`config.mk`:
```
export PLATFORM = sky130hd
export DESIGN_NAME = occ_regs
export DESIGN_NICKNAME = d
export VERILOG_FILES = /design/src/rtl/occ_pkg.sv /design/src/rtl/occ_ready_tmr.sv /design/src/rtl/occ_regs.sv
export SDC_FILE = /design/constraint.sdc
export NUM_CORES = 1
export LEC_CHECK = 0
export BUFFER_PORTS_ARGS = -buffer_cell sky130_fd_sc_hd__clkbuf_2
export CORE_ASPECT_RATIO = 1.5
export CORE_MARGIN = 3
export CORE_UTILIZATION = 45
export DETAILED_ROUTE_END_ITERATION = 16
export PLACE_DENSITY = 0.72
export RECOVER_POWER = 100
export SETUP_SLACK_MARGIN = 0.15
export SLEW_MARGIN = 20
export SYNTH_ARGS = -nofsm -noshare
export SYNTH_HDL_FRONTEND = slang
export SYNTH_SLANG_ARGS = --single-unit
```
`constraint.sdc`:
```
create_clock -name clk_sys -period 1.75 [get_ports clk_sys]
set_input_delay 0.0875 -clock clk_sys [delete_from_list [all_inputs] [get_ports clk_sys]]
set_output_delay 0.0875 -clock clk_sys [all_outputs]
set_load 0.005 [all_outputs]
```
`src/rtl/occ_pkg.sv`:
```
// Package of offsets, field positions, reset values, timing and carrier types for the oscillator block
package occ_pkg;

    // ------------------------------------------------------------------
    // Register offsets (printed offsets are not all multiples of four: index * 4)
    // ------------------------------------------------------------------
    localparam logic [11:0] OCC_IDX_CLK_SRC = 12'h088e;
    localparam logic [11:0] OCC_IDX_READY = 12'h0890;
    localparam logic [11:0] OCC_IDX_FORCE = 12'h0891;
    localparam logic [11:0] OCC_IDX_TUNE = 12'h0892;
    localparam logic [11:0] OCC_IDX_FREQ = 12'h0893;
    localparam int OCC_ADDR_W = 14;

    // ------------------------------------------------------------------
    // Field positions
    // ------------------------------------------------------------------
    localparam int OCC_SRC_LSB = 4;
    localparam int OCC_SRC_W = 2;
    localparam int OCC_BIT_HF = 6;
    localparam int OCC_BIT_MID = 5;
    localparam int OCC_BIT_LOW = 4;
    localparam int OCC_BIT_CONV = 2;
    localparam int OCC_BIT_FIX = 1;
    localparam int OCC_FREQ_W = 3;
    localparam int OCC_TRIM_W = 6;
    localparam int OCC_NUM_OSC = 5;

    // ------------------------------------------------------------------
    // Reset values and masks
    // ------------------------------------------------------------------
    localparam logic [7:0] OCC_READY_RST = 8'h00;
    localparam logic [7:0] OCC_FORCE_RST = 8'h00;
    localparam logic [7:0] OCC_FORCE_MASK = 8'h74;
    localparam logic [5:0] OCC_TRIM_RST = 6'h00;
    localparam logic [2:0] OCC_FREQ_RST = 3'h0;
    localparam logic [2:0] OCC_FREQ_MAX = 3'h5;

    // ------------------------------------------------------------------
    // Timing
    // ------------------------------------------------------------------
    localparam int OCC_CLK_MHZ = 100;
    localparam int OCC_LOCK_US = 2;
    localparam int OCC_LOCK_CYC = OCC_LOCK_US * OCC_CLK_MHZ;

    // ------------------------------------------------------------------
    // Carrier types
    // ------------------------------------------------------------------
    typedef struct packed {
        logic cyc;
        logic stb;
        logic we;
        logic [3:0] sel;
        logic [OCC_ADDR_W-1:0] adr;
        logic [31:0] dat;
    } occ_wb_req_t;

    typedef struct packed {
        logic ack;
        logic [31:0] dat;
    } occ_wb_rsp_t;

    typedef struct packed {
        logic hf;
        logic mid;
        logic low;
        logic conv;
        logic fix;
    } occ_osc_t;

endpackage

```
`src/rtl/occ_ready_tmr.sv`:
```
// Per-oscillator ready qualifier: runs, counts the settle time, then reports ready
`timescale 1ns/1ps
module occ_ready_tmr
    import occ_pkg::*;
#(
    parameter int SETTLE_CYC = OCC_LOCK_CYC
) (
    // Clock and reset
    input wire logic clk_sys,
    input wire logic arst_n,
    // Control
    input wire logic run,
    input wire logic restart,
    input wire logic osc_ok,
    // Status
    output logic ready
);

    localparam int CW = $clog2(SETTLE_CYC + 1);
    localparam logic [CW-1:0] LAST = CW'(SETTLE_CYC - 1);

    logic [CW-1:0] cnt_ff;
    logic ready_ff;
    logic [CW-1:0] nxt_cnt;
    logic nxt_ready;
    wire logic hold = !run || restart || !osc_ok;
    wire logic done = (cnt_ff == LAST);

    assign nxt_cnt = hold ? '0 : (done ? cnt_ff : cnt_ff + CW'(1));
    assign nxt_ready = !hold && (ready_ff || done);
    assign ready = ready_ff;

    always_ff @(posedge clk_sys or negedge arst_n) begin
        if (!arst_n) begin
            cnt_ff <= '0;
            ready_ff <= 1'b0;
        end else begin
            cnt_ff <= nxt_cnt;
            ready_ff <= nxt_ready;
        end
    end

endmodule

```
`src/rtl/occ_regs.sv`:
```
// Oscillator control and status registers on a classic Wishbone slave
`timescale 1ns/1ps
// Summary of operation
// RULE_01 - Control register bits 5:4 read the reset-selected clock source, read only.
// RULE_02 - Status bit 6 shows high-frequency oscillator ready; zero when off or settling.
// RULE_03 - Status bit 5 shows medium-frequency oscillator ready; zero when off or settling.
// RULE_04 - Status bit 4 shows low-frequency oscillator ready; zero when off or settling.
// RULE_05 - Status bit 2 shows converter RC oscillator ready; zero when off or settling.
// RULE_06 - Status bit 1 shows fixed 1 MHz derived oscillator ready.
// RULE_07 - Enable bit 6 keeps high-frequency oscillator on; else only on request; the code also runs it while the medium or fixed 1 MHz oscillator runs.
// RULE_08 - Enable bit 5 forces medium-frequency oscillator on; else only on request.
// RULE_09 - Enable bit 4 forces low-frequency oscillator on; else only on request.
// RULE_10 - Enable bit 2 forces converter RC oscillator on; requests still start it.
// RULE_11 - Frequency codes 0 to 5 select 1 to 32 MHz; codes 6, 7 reserved.
// RULE_12 - Six-bit signed trim resets to zero, nominal frequency.
// RULE_13 - Ready and enable bits reset to zero; ready bits not writable.
// RULE_14 - Frequency write clears high ready, holds clock static until relock; the code does this only when the written code differs from the stored one.
// RULE_15 - Ready set only after the oscillator reaches its accuracy.
// RULE_16 - Converter RC oscillator starts when selected by converter or peripheral.
// RULE_17 - Unimplemented bits ignore writes and read zero.
// RULE_18 - Software should not write reserved frequency codes.
module occ_regs
    import occ_pkg::*;
#(
    parameter int SETTLE_CYC = OCC_LOCK_CYC
) (
    // Clock and reset
    input wire logic clk_sys,
    input wire logic arst_n,
    // Wishbone slave
    input wire occ_wb_req_t wb_req,
    output occ_wb_rsp_t wb_rsp,
    // Reset configuration strap
    input wire logic [OCC_SRC_W-1:0] reset_clock_choice,
    // Oscillator side
    input wire occ_osc_t periph_req,
    input wire logic conv_rc_selected,
    input wire occ_osc_t osc_stable,
    output occ_osc_t osc_enable,
    output logic hf_clk_hold,
    output logic [OCC_FREQ_W-1:0] hf_freq_code,
    output logic [OCC_TRIM_W-1:0] hf_trim
);

    // ------------------------------------------------------------------
    // Input synchronisers
    // ------------------------------------------------------------------
    logic [OCC_NUM_OSC-1:0] req_s1_ff, req_s2_ff, stb_s1_ff, stb_s2_ff;
    logic conv_s1_ff, conv_s2_ff;
    logic [OCC_SRC_W-1:0] src_s1_ff, src_s2_ff;

    always_ff @(posedge clk_sys or negedge arst_n) begin
        if (!arst_n) begin
            req_s1_ff <= '0;
            req_s2_ff <= '0;
            stb_s1_ff <= '0;
            stb_s2_ff <= '0;
            conv_s1_ff <= 1'b0;
            conv_s2_ff <= 1'b0;
            src_s1_ff <= '0;
            src_s2_ff <= '0;
        end else begin
            req_s1_ff <= periph_req;
            req_s2_ff <= req_s1_ff;
            stb_s1_ff <= osc_stable;
            stb_s2_ff <= stb_s1_ff;
            conv_s1_ff <= conv_rc_selected;
            conv_s2_ff <= conv_s1_ff;
            src_s1_ff <= reset_clock_choice;
            src_s2_ff <= src_s1_ff;
        end
    end

    // ------------------------------------------------------------------
    // Bus decode
    // ------------------------------------------------------------------
    logic ack_ff;
    logic [31:0] rdat_ff;
    wire logic bus_req = wb_req.cyc && wb_req.stb && !ack_ff;
    wire logic bus_wr = bus_req && wb_req.we && wb_req.sel[0];
    wire logic [11:0] word_idx = wb_req.adr[OCC_ADDR_W-1:2];
    wire logic hit_src = (word_idx == OCC_IDX_CLK_SRC);
    wire logic hit_rdy = (word_idx == OCC_IDX_READY);
    wire logic hit_force = (word_idx == OCC_IDX_FORCE);
    wire logic hit_tune = (word_idx == OCC_IDX_TUNE);
    wire logic hit_freq = (word_idx == OCC_IDX_FREQ);
    wire logic [7:0] wbyte = wb_req.dat[7:0];

    // ------------------------------------------------------------------
    // Writable registers
    // ------------------------------------------------------------------
    logic [7:0] force_ff;
    logic [OCC_TRIM_W-1:0] trim_ff;
    logic [OCC_FREQ_W-1:0] freq_ff;
    logic [OCC_SRC_W-1:0] src_ff;
    logic src_cap_ff;
    logic [1:0] src_wait_ff;
    logic freq_chg_ff;

    // RULE_17 unused bits masked
    wire logic [7:0] nxt_force = (bus_wr && hit_force) ? (wbyte & OCC_FORCE_MASK) : force_ff;
    // RULE_12 signed trim store
    wire logic [OCC_TRIM_W-1:0] nxt_trim = (bus_wr && hit_tune) ? wbyte[OCC_TRIM_W-1:0] : trim_ff;
    // RULE_14 new code detected
    wire logic freq_new = bus_wr && hit_freq && (wbyte[OCC_FREQ_W-1:0] != freq_ff);
    // RULE_11 code stored as written
    wire logic [OCC_FREQ_W-1:0] nxt_freq = (bus_wr && hit_freq) ? wbyte[OCC_FREQ_W-1:0] : freq_ff;

    // RULE_13 enables reset to zero
    always_ff @(posedge clk_sys or negedge arst_n) begin
        if (!arst_n) begin
            force_ff <= OCC_FORCE_RST;
            trim_ff <= OCC_TRIM_RST;
            freq_ff <= OCC_FREQ_RST;
            freq_chg_ff <= 1'b0;
        end else begin
            force_ff <= nxt_force;
            trim_ff <= nxt_trim;
            freq_ff <= nxt_freq;
            freq_chg_ff <= freq_new;
        end
    end

    // RULE_01 strap captured once the synchroniser has filled
    always_ff @(posedge clk_sys or negedge arst_n) begin
        if (!arst_n) begin
            src_ff <= '0;
            src_cap_ff <= 1'b0;
            src_wait_ff <= '0;
        end else if (!src_cap_ff) begin
            src_ff <= src_s2_ff;
            src_cap_ff <= src_wait_ff[1];
            src_wait_ff <= src_wait_ff + 2'h1;
        end
    end

    // ------------------------------------------------------------------
    // Oscillator run control
    // ------------------------------------------------------------------
    // RULE_07 high-frequency force or request
    wire logic run_hf = force_ff[OCC_BIT_HF] || req_s2_ff[4];
    // RULE_08 medium-frequency force or request
    wire logic run_mid = force_ff[OCC_BIT_MID] || req_s2_ff[3];
    // RULE_09 low-frequency force or request
    wire logic run_low = force_ff[OCC_BIT_LOW] || req_s2_ff[2];
    // RULE_10 RULE_16 converter RC auto start
    wire logic run_conv = force_ff[OCC_BIT_CONV] || req_s2_ff[1] || conv_s2_ff;
    // Fixed 1 MHz and medium outputs are derived from the high-frequency oscillator
    wire logic run_fix = req_s2_ff[0];
    wire logic [OCC_NUM_OSC-1:0] run_vec = {run_hf || run_mid || run_fix, run_mid, run_low,
                                            run_conv, run_fix};
    wire logic [OCC_NUM_OSC-1:0] restart_vec = {freq_chg_ff, 4'h0};

    // ------------------------------------------------------------------
    // Ready qualification
    // ------------------------------------------------------------------
    logic [OCC_NUM_OSC-1:0] rdy_raw;
    logic [OCC_NUM_OSC-1:0] en_ff;
    logic [OCC_NUM_OSC-1:0] rdy_ff;
    logic hold_ff;

    // RULE_15 ready after settle time
    genvar gi;
    generate
        for (gi = 0; gi < OCC_NUM_OSC; gi++) begin : g_osc
            occ_ready_tmr #(
                .SETTLE_CYC(SETTLE_CYC)
            ) u_tmr (
                .clk_sys(clk_sys),
                .arst_n(arst_n),
                .run(run_vec[gi]),
                .restart(restart_vec[gi] || freq_new && (gi == OCC_NUM_OSC - 1)),
                .osc_ok(stb_s2_ff[gi]),
                .ready(rdy_raw[gi])
            );
        end
    endgenerate

    // Derived outputs need their parent oscillator ready as well
    wire logic [OCC_NUM_OSC-1:0] nxt_rdy = {rdy_raw[4], rdy_raw[3] && rdy_raw[4], rdy_raw[2],
                                            rdy_raw[1], rdy_raw[0] && rdy_raw[4]};

    // RULE_14 clock held static during relock
    wire logic nxt_hold = run_vec[4] && !rdy_raw[4] && (freq_new || hold_ff || freq_chg_ff);

    always_ff @(posedge clk_sys or negedge arst_n) begin
        if (!arst_n) begin
            en_ff <= '0;
            rdy_ff <= '0;
            hold_ff <= 1'b0;
        end else begin
            en_ff <= run_vec;
            rdy_ff <= nxt_rdy & ~{freq_new, 4'h0};
            hold_ff <= nxt_hold;
        end
    end

    assign osc_enable = en_ff;
    assign hf_clk_hold = hold_ff;
    assign hf_freq_code = freq_ff;
    assign hf_trim = trim_ff;

    // ------------------------------------------------------------------
    // Read mux and acknowledge
    // ------------------------------------------------------------------
    // RULE_02 RULE_03 RULE_04 RULE_05 RULE_06 status layout
    wire logic [7:0] rdy_byte = {1'b0, rdy_ff[4], rdy_ff[3], rdy_ff[2], 1'b0, rdy_ff[1],
                                 rdy_ff[0], 1'b0};
    wire logic [7:0] src_byte = {2'b00, src_ff, 4'h0};
    // RULE_17 unmapped reads zero
    wire logic [7:0] rd_byte = hit_src ? src_byte :
                               hit_rdy ? rdy_byte :
                               hit_force ? force_ff :
                               hit_tune ? {2'b00, trim_ff} :
                               hit_freq ? {5'h00, freq_ff} : 8'h00;
    wire logic [31:0] nxt_rdat = bus_req ? {24'h00_0000, rd_byte} : 32'h0000_0000;

    always_ff @(posedge clk_sys or negedge arst_n) begin
        if (!arst_n) begin
            ack_ff <= 1'b0;
            rdat_ff <= '0;
        end else begin
            ack_ff <= bus_req;
            rdat_ff <= nxt_rdat;
        end
    end

    assign wb_rsp.ack = ack_ff;
    assign wb_rsp.dat = rdat_ff;

    // ------------------------------------------------------------------
    // Checks
    // ------------------------------------------------------------------
    AST_SRC_RO: assert property (@(posedge clk_sys) disable iff (!arst_n) // RULE_01
        src_cap_ff && $past(src_cap_ff) |-> $stable(src_ff))
        else $error("clock source indicator changed");

    AST_HF_RDY_OFF: assert property (@(posedge clk_sys) disable iff (!arst_n) // RULE_02
        !en_ff[4] |-> ##1 !rdy_ff[4])
        else $error("hf ready while not running");

    AST_MID_RDY: assert property (@(posedge clk_sys) disable iff (!arst_n) // RULE_03
        rdy_ff[3] |-> rdy_ff[4] || $past(freq_new))
        else $error("mid ready without parent");

    AST_LOW_RDY_OFF: assert property (@(posedge clk_sys) disable iff (!arst_n) // RULE_04
        !en_ff[2] |-> ##1 !rdy_ff[2])
        else $error("low ready while not running");

    AST_CONV_AUTO: assert property (@(posedge clk_sys) disable iff (!arst_n) // RULE_16
        conv_s2_ff |=> en_ff[1])
        else $error("converter oscillator not started");

    AST_HF_FORCE: assert property (@(posedge clk_sys) disable iff (!arst_n) // RULE_07
        force_ff[OCC_BIT_HF] |=> en_ff[4])
        else $error("hf force not applied");

    AST_LOW_FORCE: assert property (@(posedge clk_sys) disable iff (!arst_n) // RULE_09
        force_ff[OCC_BIT_LOW] |=> en_ff[2])
        else $error("low force not applied");

    AST_FREQ_CLR: assert property (@(posedge clk_sys) disable iff (!arst_n) // RULE_14
        freq_new |=> !rdy_ff[4] ##1 !rdy_ff[4])
        else $error("hf ready not cleared on frequency change");

    AST_MASK: assert property (@(posedge clk_sys) disable iff (!arst_n) // RULE_17
        (force_ff & ~OCC_FORCE_MASK) == 8'h00)
        else $error("unimplemented enable bit set");

    AST_ACK_ONE: assert property (@(posedge clk_sys) disable iff (!arst_n)
        ack_ff |=> !ack_ff)
        else $error("ack held two cycles");

    AST_ACK_TURN: assert property (@(posedge clk_sys) disable iff (!arst_n)
        bus_req |=> ack_ff)
        else $error("request not acknowledged next cycle");

    AST_RSP_IDLE: assert property (@(posedge clk_sys) disable iff (!arst_n) // RULE_17
        !ack_ff |-> (wb_rsp.dat == 32'h0000_0000))
        else $error("read data not zero outside ack");

    AST_RSP_UPPER: assert property (@(posedge clk_sys) disable iff (!arst_n) // RULE_17
        wb_rsp.dat[31:8] == 24'h00_0000)
        else $error("upper read data bits not zero");

    AST_MID_FORCE: assert property (@(posedge clk_sys) disable iff (!arst_n) // RULE_08
        force_ff[OCC_BIT_MID] |=> en_ff[3] && en_ff[4])
        else $error("mid force not applied");

    AST_CONV_FORCE: assert property (@(posedge clk_sys) disable iff (!arst_n) // RULE_10
        force_ff[OCC_BIT_CONV] |=> en_ff[1])
        else $error("converter force not applied");

    AST_LOW_REQ: assert property (@(posedge clk_sys) disable iff (!arst_n) // RULE_09
        req_s2_ff[2] |=> en_ff[2])
        else $error("low request not applied");

    AST_MID_RDY_OFF: assert property (@(posedge clk_sys) disable iff (!arst_n) // RULE_03
        !en_ff[3] |-> ##1 !rdy_ff[3])
        else $error("mid ready while not running");

    AST_CONV_RDY_OFF: assert property (@(posedge clk_sys) disable iff (!arst_n) // RULE_05
        !en_ff[1] |-> ##1 !rdy_ff[1])
        else $error("converter ready while not running");

    AST_FIX_RDY_OFF: assert property (@(posedge clk_sys) disable iff (!arst_n) // RULE_06
        !en_ff[0] |-> ##1 !rdy_ff[0])
        else $error("fixed ready while not running");

    AST_FIX_RDY: assert property (@(posedge clk_sys) disable iff (!arst_n) // RULE_06
        rdy_ff[0] |-> rdy_ff[4] || $past(freq_new))
        else $error("fixed ready without parent");

    AST_HF_SETTLED: assert property (@(posedge clk_sys) disable iff (!arst_n) // RULE_15
        rdy_ff[4] |-> $past(stb_s2_ff[4], 2))
        else $error("hf ready without stable oscillator");

    AST_LOW_SETTLED: assert property (@(posedge clk_sys) disable iff (!arst_n) // RULE_15
        rdy_ff[2] |-> $past(stb_s2_ff[2], 2))
        else $error("low ready without stable oscillator");

    AST_FREQ_STORE: assert property (@(posedge clk_sys) disable iff (!arst_n) // RULE_11
        bus_wr && hit_freq |=> (freq_ff == OCC_FREQ_W'($past(wbyte))))
        else $error("frequency code not stored");

    AST_FREQ_KEEP: assert property (@(posedge clk_sys) disable iff (!arst_n) // RULE_11
        !(bus_wr && hit_freq) |=> $stable(freq_ff))
        else $error("frequency code changed without write");

    AST_TRIM_STORE: assert property (@(posedge clk_sys) disable iff (!arst_n) // RULE_12
        bus_wr && hit_tune |=> (trim_ff == OCC_TRIM_W'($past(wbyte))))
        else $error("trim not stored");

    AST_HOLD_RISE: assert property (@(posedge clk_sys) disable iff (!arst_n) // RULE_14
        freq_new && force_ff[OCC_BIT_HF] |-> ##2 hf_clk_hold)
        else $error("hf clock not held on frequency change");

    AST_HOLD_NOT_RDY: assert property (@(posedge clk_sys) disable iff (!arst_n) // RULE_14
        hold_ff |-> !rdy_ff[4])
        else $error("hf ready while clock held");

endmodule

```
==> out/results.txt, run 1 <==
Outcome: completed
Starting density of the core: 46.2%
Buf/Inv on CP: 2
Largest register FFs: 40
Area delta synth->final: 20.6%
Post-route minimum period: 1640 ps
PortBufs: 60
Max-cap violations: 0
Clock slew at reported path FFs: 70 ps
Leading area contributor after synthesis: dfrtp_1
DIE AREA: 11200 um2
Layout cells sized above 1: 22.7%
Biggest register: g_osc.u_tmr.cnt_ff
CP top delay family: simple AND/OR/NAND/NOR gates
Clock latency on the worst-skew pair: 350 ps
Post-DRT Antenna Nets: 0
Busiest grt layer: met2
Max frequency: 609 MHz
Crit. path cell count: 5
Max H-tree Level: 3
Final setup violation count: 0
DRT iter0 DRCs: 97
Max_slew headroom: 32.3%
Worst path arrival time: 1870 ps
Seq/Total Area, Yosys: 61.0%
Critical path data required time: 1980 ps
WHS Endpoint: force_ff[6]
Wirelength per Cell: 13.5 um
Core area: 9690 um2
Root Buffer: clkbuf_16
CP endpoint kind: flop
Ant diodes: 0
Hold depth: 2
Die height: 128 um
DP HPWL: 5.67 mm
Main synth FF type: dfrtp_1
Fin. max-slew vios: 0
R2r startpoint: ack_ff
Row count: 44
Top post-synthesis cells by area: dfrtp_1, xor2_1, nor2_1
CTS buffer count: 9
Seq cells post-synth: 109
Post-route setup TNS: 0 ps
Reg2reg path depth: 5
Yosys cell types: 43
Via count: 2913
CP max-delay cell: mux2_2
Avg Cell Area, Syn: 12.2 um2
Final hold violation count: 0
Clock Tree Buf Depth: 2
Clock Sinks: 109
Final period util: 93.8%
Boundary pin count: 116
Register Area: 2730 um2
Top-count cell post-synth: dfrtp_1
Placer Congestion: 0.819
Unrepaired setup endpoints after global routing: true
Hold path startpoint: wb_req[6]
Post-synthesis instance total: 366
Hold slack: 21.5 ps
Pin count of the biggest net entering global routing: 42
Final net count: 540
Grt total ovfl: 0
Worst-Margin Slew: 1010 ps
Routing usage on met3: 4.12%
Footprint of the multi-input gates: 1650 um2
Vias/cell: 4.96
Initial antenna violation count: 0
Met2 GRT Util: 25.1%
GRT Overall Usage: 15.4%
Post-synth top area share: 61.0%
Top cells by count, synth: dfrtp_1, nor2_1, buf_4, xor2_1, nand3_1
Number of global-route vias before repair: 2960
CP max FO: 5
EDFF count, synth: 0
FF-to-FF setup slack: 110 ps
Reg-to-reg critical path endpoint: hf_freq_code[0]
Peak VDD IR: 0.584 mV
First-pass GRT wire length: 13.5 mm
Mapped cell area: 4470 um2
Leakage: 0.00256 uW
Crit path largest cell delay: 380 ps
Hold Path Class: in -> reg
CP Class: reg -> reg
PwrDens: 891 nW/um2
Die Wd: 87.4 um
CTS tree: built
Fillers: 833
Met1 Use GR: 18.8%
Synth async-reset ratio: 100%
Drt total wl: 7.90 mm
First-pass DRT Iterations: 4
Synthesis Warnings: 0
Number of remaining DRC errors: 0
Final Skew: 7.36 ps
Crit path cell chain: nand3b_1 > clkbuf_4 > clkbuf_1 > nor4_4 > mux2_2
CP Launch Type: flop
==> per-stage QoR <==
step	cells	power (uW)	area [um2]	utilization, %	setup slack [ps]
2_1_floorplan	390	2780	4600	-	92.8
3_3_place_gp	552	2880	4970	51.3	117
3_5_place_dp	552	2890	4970	51.3	81.6
4_1_cts	587	4900	5450	56.3	98.7
5_1_grt	587	5030	5390	55.7	14.6
6_report	587	4810	5390	55.7	108
==> area by class of cell <==
type | instances | area share (%)
repair buffers | 95 | 10.6
flip-flops and latches | 109 | 50.6
clock inverters | 4 | 0.905
well taps | 115 | 2.67
clock buffers | 12 | 4.38
multi-input cells | 249 | 30.6
inverters | 3 | 0.209
==> power breakdown <==
group | internal (uW) | switching [uW]
clock network | 1110 | 834
registers | 2570 | 26.5
logic | 113 | 151
total | 3800 | 1010
==> metal layers <==
metal / up-vias / share of wire, %
met1: 1413 / 42
li1: 1394 / -
met5: - / 0
met4: 0 / 2.3
met3: 13 / 6.4
met2: 93 / 49
==> timing repair <==
action | 4_1_cts | 5_1_grt
endpoints found under the setup margin | 16 | 25
hold endpoints to repair | 52 | 0
pin swaps | 3 | 0
gates cloned | 1 | 0
resized for setup | 6 | 9
hold buffers | 15 | 0
buffers inserted | 3 | 0
==> cells by family after synthesis <==
group                      share of synthesized area, %
buffers and inverters                              4.92
and+or+nand+nor                                    17.4
DFF                                                61.0
AOI/OAI and AO/OA                                  1.82
adders and majority gates                          1.40
other                                            0.0838
xor gates and xnor gates                           6.85
muxes                                              6.52
==> placed cells by master, fill, tap and decap left out, drive strengths merged, types with 2 or more instances in the layout <==
master,n
dfrtp,109
clkbuf,83
nor2,60
xor2,26
conb,25
nand3,22
dlygate4sd3,15
mux2,15
nor3,14
nand2,13
mux2i,10
and3,9
xnor2,9
buf,9
nor4,6
nand4,5
ha,5
nor3b,4
or2,3
inv,3
nor2b,3
clkinv,3
o2bb2ai,2
a22oi,2
or3,2
and2,2
==> worst max-delay path by stage <==
stage,end,start,slack (ps)
2_1_floorplan,force_ff[2],ack_ff,90
4_1_cts,g_osc[4].u_tmr.cnt_ff[1],ack_ff,100
5_1_grt,hf_freq_code[2],ack_ff,10
3_5_place_dp,force_ff[2],ack_ff,80
6_report,hf_freq_code[0],ack_ff,110
3_3_place_gp,hf_freq_code[1],ack_ff,120
Note: power is estimated with default switching activity, not from simulation.
==> run 2, diff against run 1 <==
Settings changed: PLACE_DENSITY 0.72 to 0.7.
Clock period 1.75 ns to 2 ns, I/O delays scaled along.
==> out/results.txt, run 2 (same netlist as run 1, synthesis figures left out) <==
Outcome: completed
Number of global-route vias before repair: 2967
Largest register FFs: 40
Critical path data required time: 2220 ps
Die height: 128 um
Hold path startpoint: wb_req[6]
Max H-tree Level: 3
Leakage: 0.00253 uW
Clock Sinks: 109
Final net count: 533
Worst-Margin Slew: 850 ps
First-pass GRT wire length: 13.7 mm
Hold slack: 17.9 ps
R2r startpoint: ack_ff
Fin. max-slew vios: 0
Clock Tree Buf Depth: 2
Final hold violation count: 0
Via count: 2862
Biggest register: g_osc.u_tmr.cnt_ff
Pin count of the biggest net entering global routing: 49
Final period util: 88.8%
Power, Total: 4300 uW
Post-route setup TNS: 0 ps
CTS tree: built
Commonest cells after routing, fill and taps aside: dfrtp_1, nor2_1, clkbuf_2
Post-DRT Antenna Nets: 0
Final Skew: 7.34 ps
DRT iter0 DRCs: 174
GRT Overall Usage: 15.6%
Commonest non-fill, non-tap cell in the layout: dfrtp_1
Clock share of power: 41.8%
CP startpoint: ack_ff
Root Buffer: clkbuf_16
Core area: 9690 um2
Die Wd: 87.4 um
CP Launch Type: flop
Area delta synth->final: 19.1%
Unrepaired setup endpoints after global routing: false
PortBufs: 60
Placer Congestion: 0.755
CTS buffer count: 9
CP max FO: 6
Peak VDD IR: 0.425 mV
DIE AREA: 11200 um2
Boundary pin count: 116
Row count: 44
Vias/cell: 4.94
PwrDens: 806 nW/um2
Int Pwr: 3390 uW
Grt total ovfl: 0
Wirelength per Cell: 13.9 um
Final setup violation count: 0
DP HPWL: 5.73 mm
Max frequency: 563 MHz
Hold Path Class: in -> reg
Ant diodes: 0
Starting density of the core: 46.2%
Worst path arrival time: 2000 ps
Clock slew at reported path FFs: 70 ps
Number of remaining DRC errors: 0
Final Util: 55.0%
Drt total wl: 8.04 mm
First-pass DRT Iterations: 4
Sw Share: 21.2%
Max-cap violations: 0
Switch Pwr: 910 uW
CP endpoint kind: flop
CP Class: reg -> reg
Initial antenna violation count: 0
Comb pwr share: 5.3%
Sequential share of power: 52.9%
Layout cells sized above 1: 19.6%
Clock latency on the worst-skew pair: 340 ps
Resized cells post-CTS: 0
Max_slew headroom: 43.3%
Post-route minimum period: 1780 ps
-- run 2: cell count changes in the layout (fill, tap and decap cells not counted), moves of 3 or more --
| cell | change |
|---|---|
| nor4_2 | -4 |
| nor4_1 | +4 |
| clkbuf_2 | -3 |
| nor2_1 | +3 |
| clkbuf_1 | -3 |
| buf_4 | -4 |
-- run 2: final cells by class --
class | count | area, um2
fillers | 828 | 4360
flip-flops and latches | 109 | 2730
multi-input cells | 249 | 1600
repair buffers | 88 | 536
clock buffers | 11 | 253
well taps | 115 | 144
clock inverters | 4 | 55.1
inverters | 3 | 11.3
-- run 2: timing repair --
action / in CTS / in global routing
pin swaps: 1 / 0
hold buffers: 16 / 0
gates cloned: 0 / 0
setup buffers: 1 / 2
hold endpoints to repair: 47 / 0
endpoints found under the setup margin: 1 / 12
-- run 2: worst paths after layout --
| kind | slack [ps] | end | depth (start not counted) |
|---|---|---|---|
| max | 220 | force_ff[4] | 4 |
| min | 20 | force_ff[6] | 2 |
| max reg2reg | 220 | force_ff[4] | 4 |
| min reg2reg | 340 | req_s2_ff[1] | 0 |
| max in group asynchronous | 720 | g_osc[0].u_tmr.cnt_ff[2] | 3 |
| min in group asynchronous | 400 | src_s2_ff[1] | 2 |
-- run 2: metal layers --
metal  GRT usage (%)  share of wire (%)  vias to the layer above
met5               0                  0                        -
met4            6.68                1.8                        0
met3            2.83                5.1                       12
met2            27.4                 52                       78
met1            18.5                 41                     1391
li1                -                  -                     1381
-- run 2: power groups by stage --
stage          sequential [uW]  clock, uW  combinational [uW]
2_1_floorplan             2310          0                 121
3_3_place_gp              2320          0                 194
3_5_place_dp              2320          0                 199
4_1_cts                   2280       1850                 231
5_1_grt                   2280       1940                 260
6_report                  2280       1800                 227
-- run 2: stage by stage --
stage               instance area, um2  cells  worst slack (ps)
finish                            5330    579               224
global route                      5330    579               153
CTS                               5370    577               193
detailed placement                4880    545               174
global placement                  4880    545               209
floorplan                         4560    390               322
-- run 2: worst max-delay path: stages, from the launching register on --
cell and delay, ps:
dfrtp_1 380, nand3b_1 260, nand4b_1 280, nor2_1 360, mux2_2 390
==> run 3, diff against run 2 <==
Settings changed: ABC_AREA set to 1, PLACE_DENSITY 0.7 to 0.69.
==> out/results.txt, run 3 <==
Worst-Margin Slew: 983 ps
Starting density of the core: 46.7%
First-pass GRT wire length: 15.8 mm
Post-route minimum period: 1510 ps
DRT iter0 DRCs: 185
Max frequency: 661 MHz
Area delta synth->final: 16.4%
Hold path startpoint: wb_req[6]
DIE AREA: 11900 um2
Pin count of the biggest net entering global routing: 51
R2r startpoint: ack_ff
Power, Total: 4420 uW
Resized cells post-CTS: 0
Synth async-reset ratio: 100%
Final WS setup: 486 ps
Number of remaining DRC errors: 0
Main synth FF type: dfrtp_1
First-pass DRT Iterations: 4
Number of global-route vias before repair: 3530
Final period util: 75.7%
EDFF count, synth: 0
CTS buffer count: 9
Clock share of power: 42.1%
Sw Share: 21.4%
Leakage: 0.00280 uW
Clock latency on the worst-skew pair: 340 ps
PortBufs: 60
Max H-tree Level: 3
Mapped cell area: 4790 um2
Post-synthesis instance total: 508
Switch Pwr: 946 uW
PwrDens: 794 nW/um2
Die Wd: 90.2 um
Post-DRT Antenna Nets: 0
Post-route setup TNS: 0 ps
CTS tree: built
Layout cells sized above 1: 16.6%
Outcome: completed
Top cells by count, synth: dfrtp_1, nand2_1, inv_1
Post-synth top area share: 57.0%
Unrepaired setup endpoints after global routing: false
Yosys cell types: 35
Drt total wl: 8.98 mm
CP max FO: 11
Final net count: 665
Largest register FFs: 40
Top post-synthesis cells by area: dfrtp_1, nand2_1, inv_1
DP Worst Slack: 580 ps
CP endpoint kind: flop
CP Class: reg -> reg
Commonest non-fill, non-tap cell in the layout: dfrtp_1
Initial antenna violation count: 0
Worst path arrival time: 1730 ps
Vias/cell: 4.79
Boundary pin count: 116
Clock Sinks: 109
Avg Cell Area, Syn: 9.42 um2
Max_slew headroom: 34.5%
Seq cells post-synth: 109
Int Pwr: 3470 uW
Grt total ovfl: 0
Hold Path Class: in -> reg
Row count: 45
Via count: 3533
CP Launch Type: flop
Placer Congestion: 0.824
Clock slew at reported path FFs: 70 ps
Top-count cell post-synth: dfrtp_1
Die height: 132 um
Final hold violation count: 0
Commonest cells after routing, fill and taps aside: dfrtp_1, nand2_1, inv_1
Final setup violation count: 0
Critical path data required time: 2220 ps
Fin. max-slew vios: 0
Ant diodes: 0
Biggest register: g_osc.u_tmr.cnt_ff
Final Skew: 9.75 ps
Synthesis Warnings: 0
Wirelength per Cell: 12.2 um
Clock Tree Buf Depth: 2
Peak VDD IR: 0.402 mV
DP HPWL: 6.57 mm
Sequential share of power: 52.0%
Core area: 10200 um2
Comb pwr share: 5.9%
Leading area contributor after synthesis: dfrtp_1
CP startpoint: ack_ff
Max-cap violations: 0
Seq/Total Area, Yosys: 57.0%
Root Buffer: clkbuf_16
GRT Overall Usage: 16.3%
-- run 3: cell count changes in the layout (fill, tap and decap cells not counted), sizes merged, moves of 10 or more --
cell | before | now
inv | 5 | 60
mux2 | 15 | 0
mux2i | 10 | 0
nand2 | 13 | 113
a21oi | 0 | 20
o21ai | 0 | 35
xor2 | 26 | 6
-- run 3: cell type report --
type                       count  area (um2)
clock buffer                  14         284
clock inverter                 2        38.8
fill                         954        4680
inverter                      61         229
multi-input combinational    334        1640
sequential                   109        2730
tap                          141         176
timing repair buffer          77         470
-- run 3: layer usage --
layer / GRT usage, % / wire, um / share of wire, %
met5: 0 / 0 / 0
met2: 27.0 / 4410 / 49
met4: 7.58 / 240 / 2.7
met1: 20.3 / 3840 / 43
met3: 3.54 / 477 / 5.3
-- run 3: timing repair --
action	CTS	global route
endpoints found under the hold margin	52	0
hold buffers	15	0
buffers inserted	0	0
-- run 3: per-stage QoR --
stage          area [um2]  cells  util [%]  hold slack (ps)
2_1_floorplan        4880    532         -             -196
4_1_cts              5640    738      55.0             5.45
3_5_place_dp         5160    707      50.4              109
3_3_place_gp         5160    707      50.4             97.8
6_report             5570    738      54.3             15.7
5_1_grt              5570    738      54.3             52.9
-- run 3: final timing paths --
check	endpoint	slack, ps	cells after the start
min	force_ff[6]	20	3
max reg2reg	hf_trim[2]	490	5
min reg2reg	req_s2_ff[2]	340	0
max in group asynchronous	req_s1_ff[2]	670	3
max	hf_trim[2]	490	5
min in group asynchronous	src_s2_ff[1]	450	2
-- run 3: kinds of logic (layout without fill, tap and decap cells) --
kind of cell,Yosys count,in the layout,share of synthesized area [%]
AO/OA/AOI/OAI,56,56,6.43
other,1,25,0.0784
flip-flops,109,109,57.0
AND/OR/NAND/NOR,237,237,23.8
adder cells (fa/ha/maj),5,5,1.31
buffers and inverters,89,154,9.33
XOR/XNOR,11,11,2.01
-- run 3: critical path: stages, from the launching register on --
cell and delay, ps:
dfrtp_1 370, nand3b_1 270, nor2_8 190, nand2_1 310, nand2_1 180, o21ai_2 60
-- run 3: power by group through the flow --
stage          sequential (uW)  combinational [uW]  clock (uW)
2_1_floorplan             2330                 160           0
3_3_place_gp              2340                 241           0
3_5_place_dp              2340                 250           0
4_1_cts                   2300                 273        1920
5_1_grt                   2300                 302        2000
6_report                  2300                 261        1860
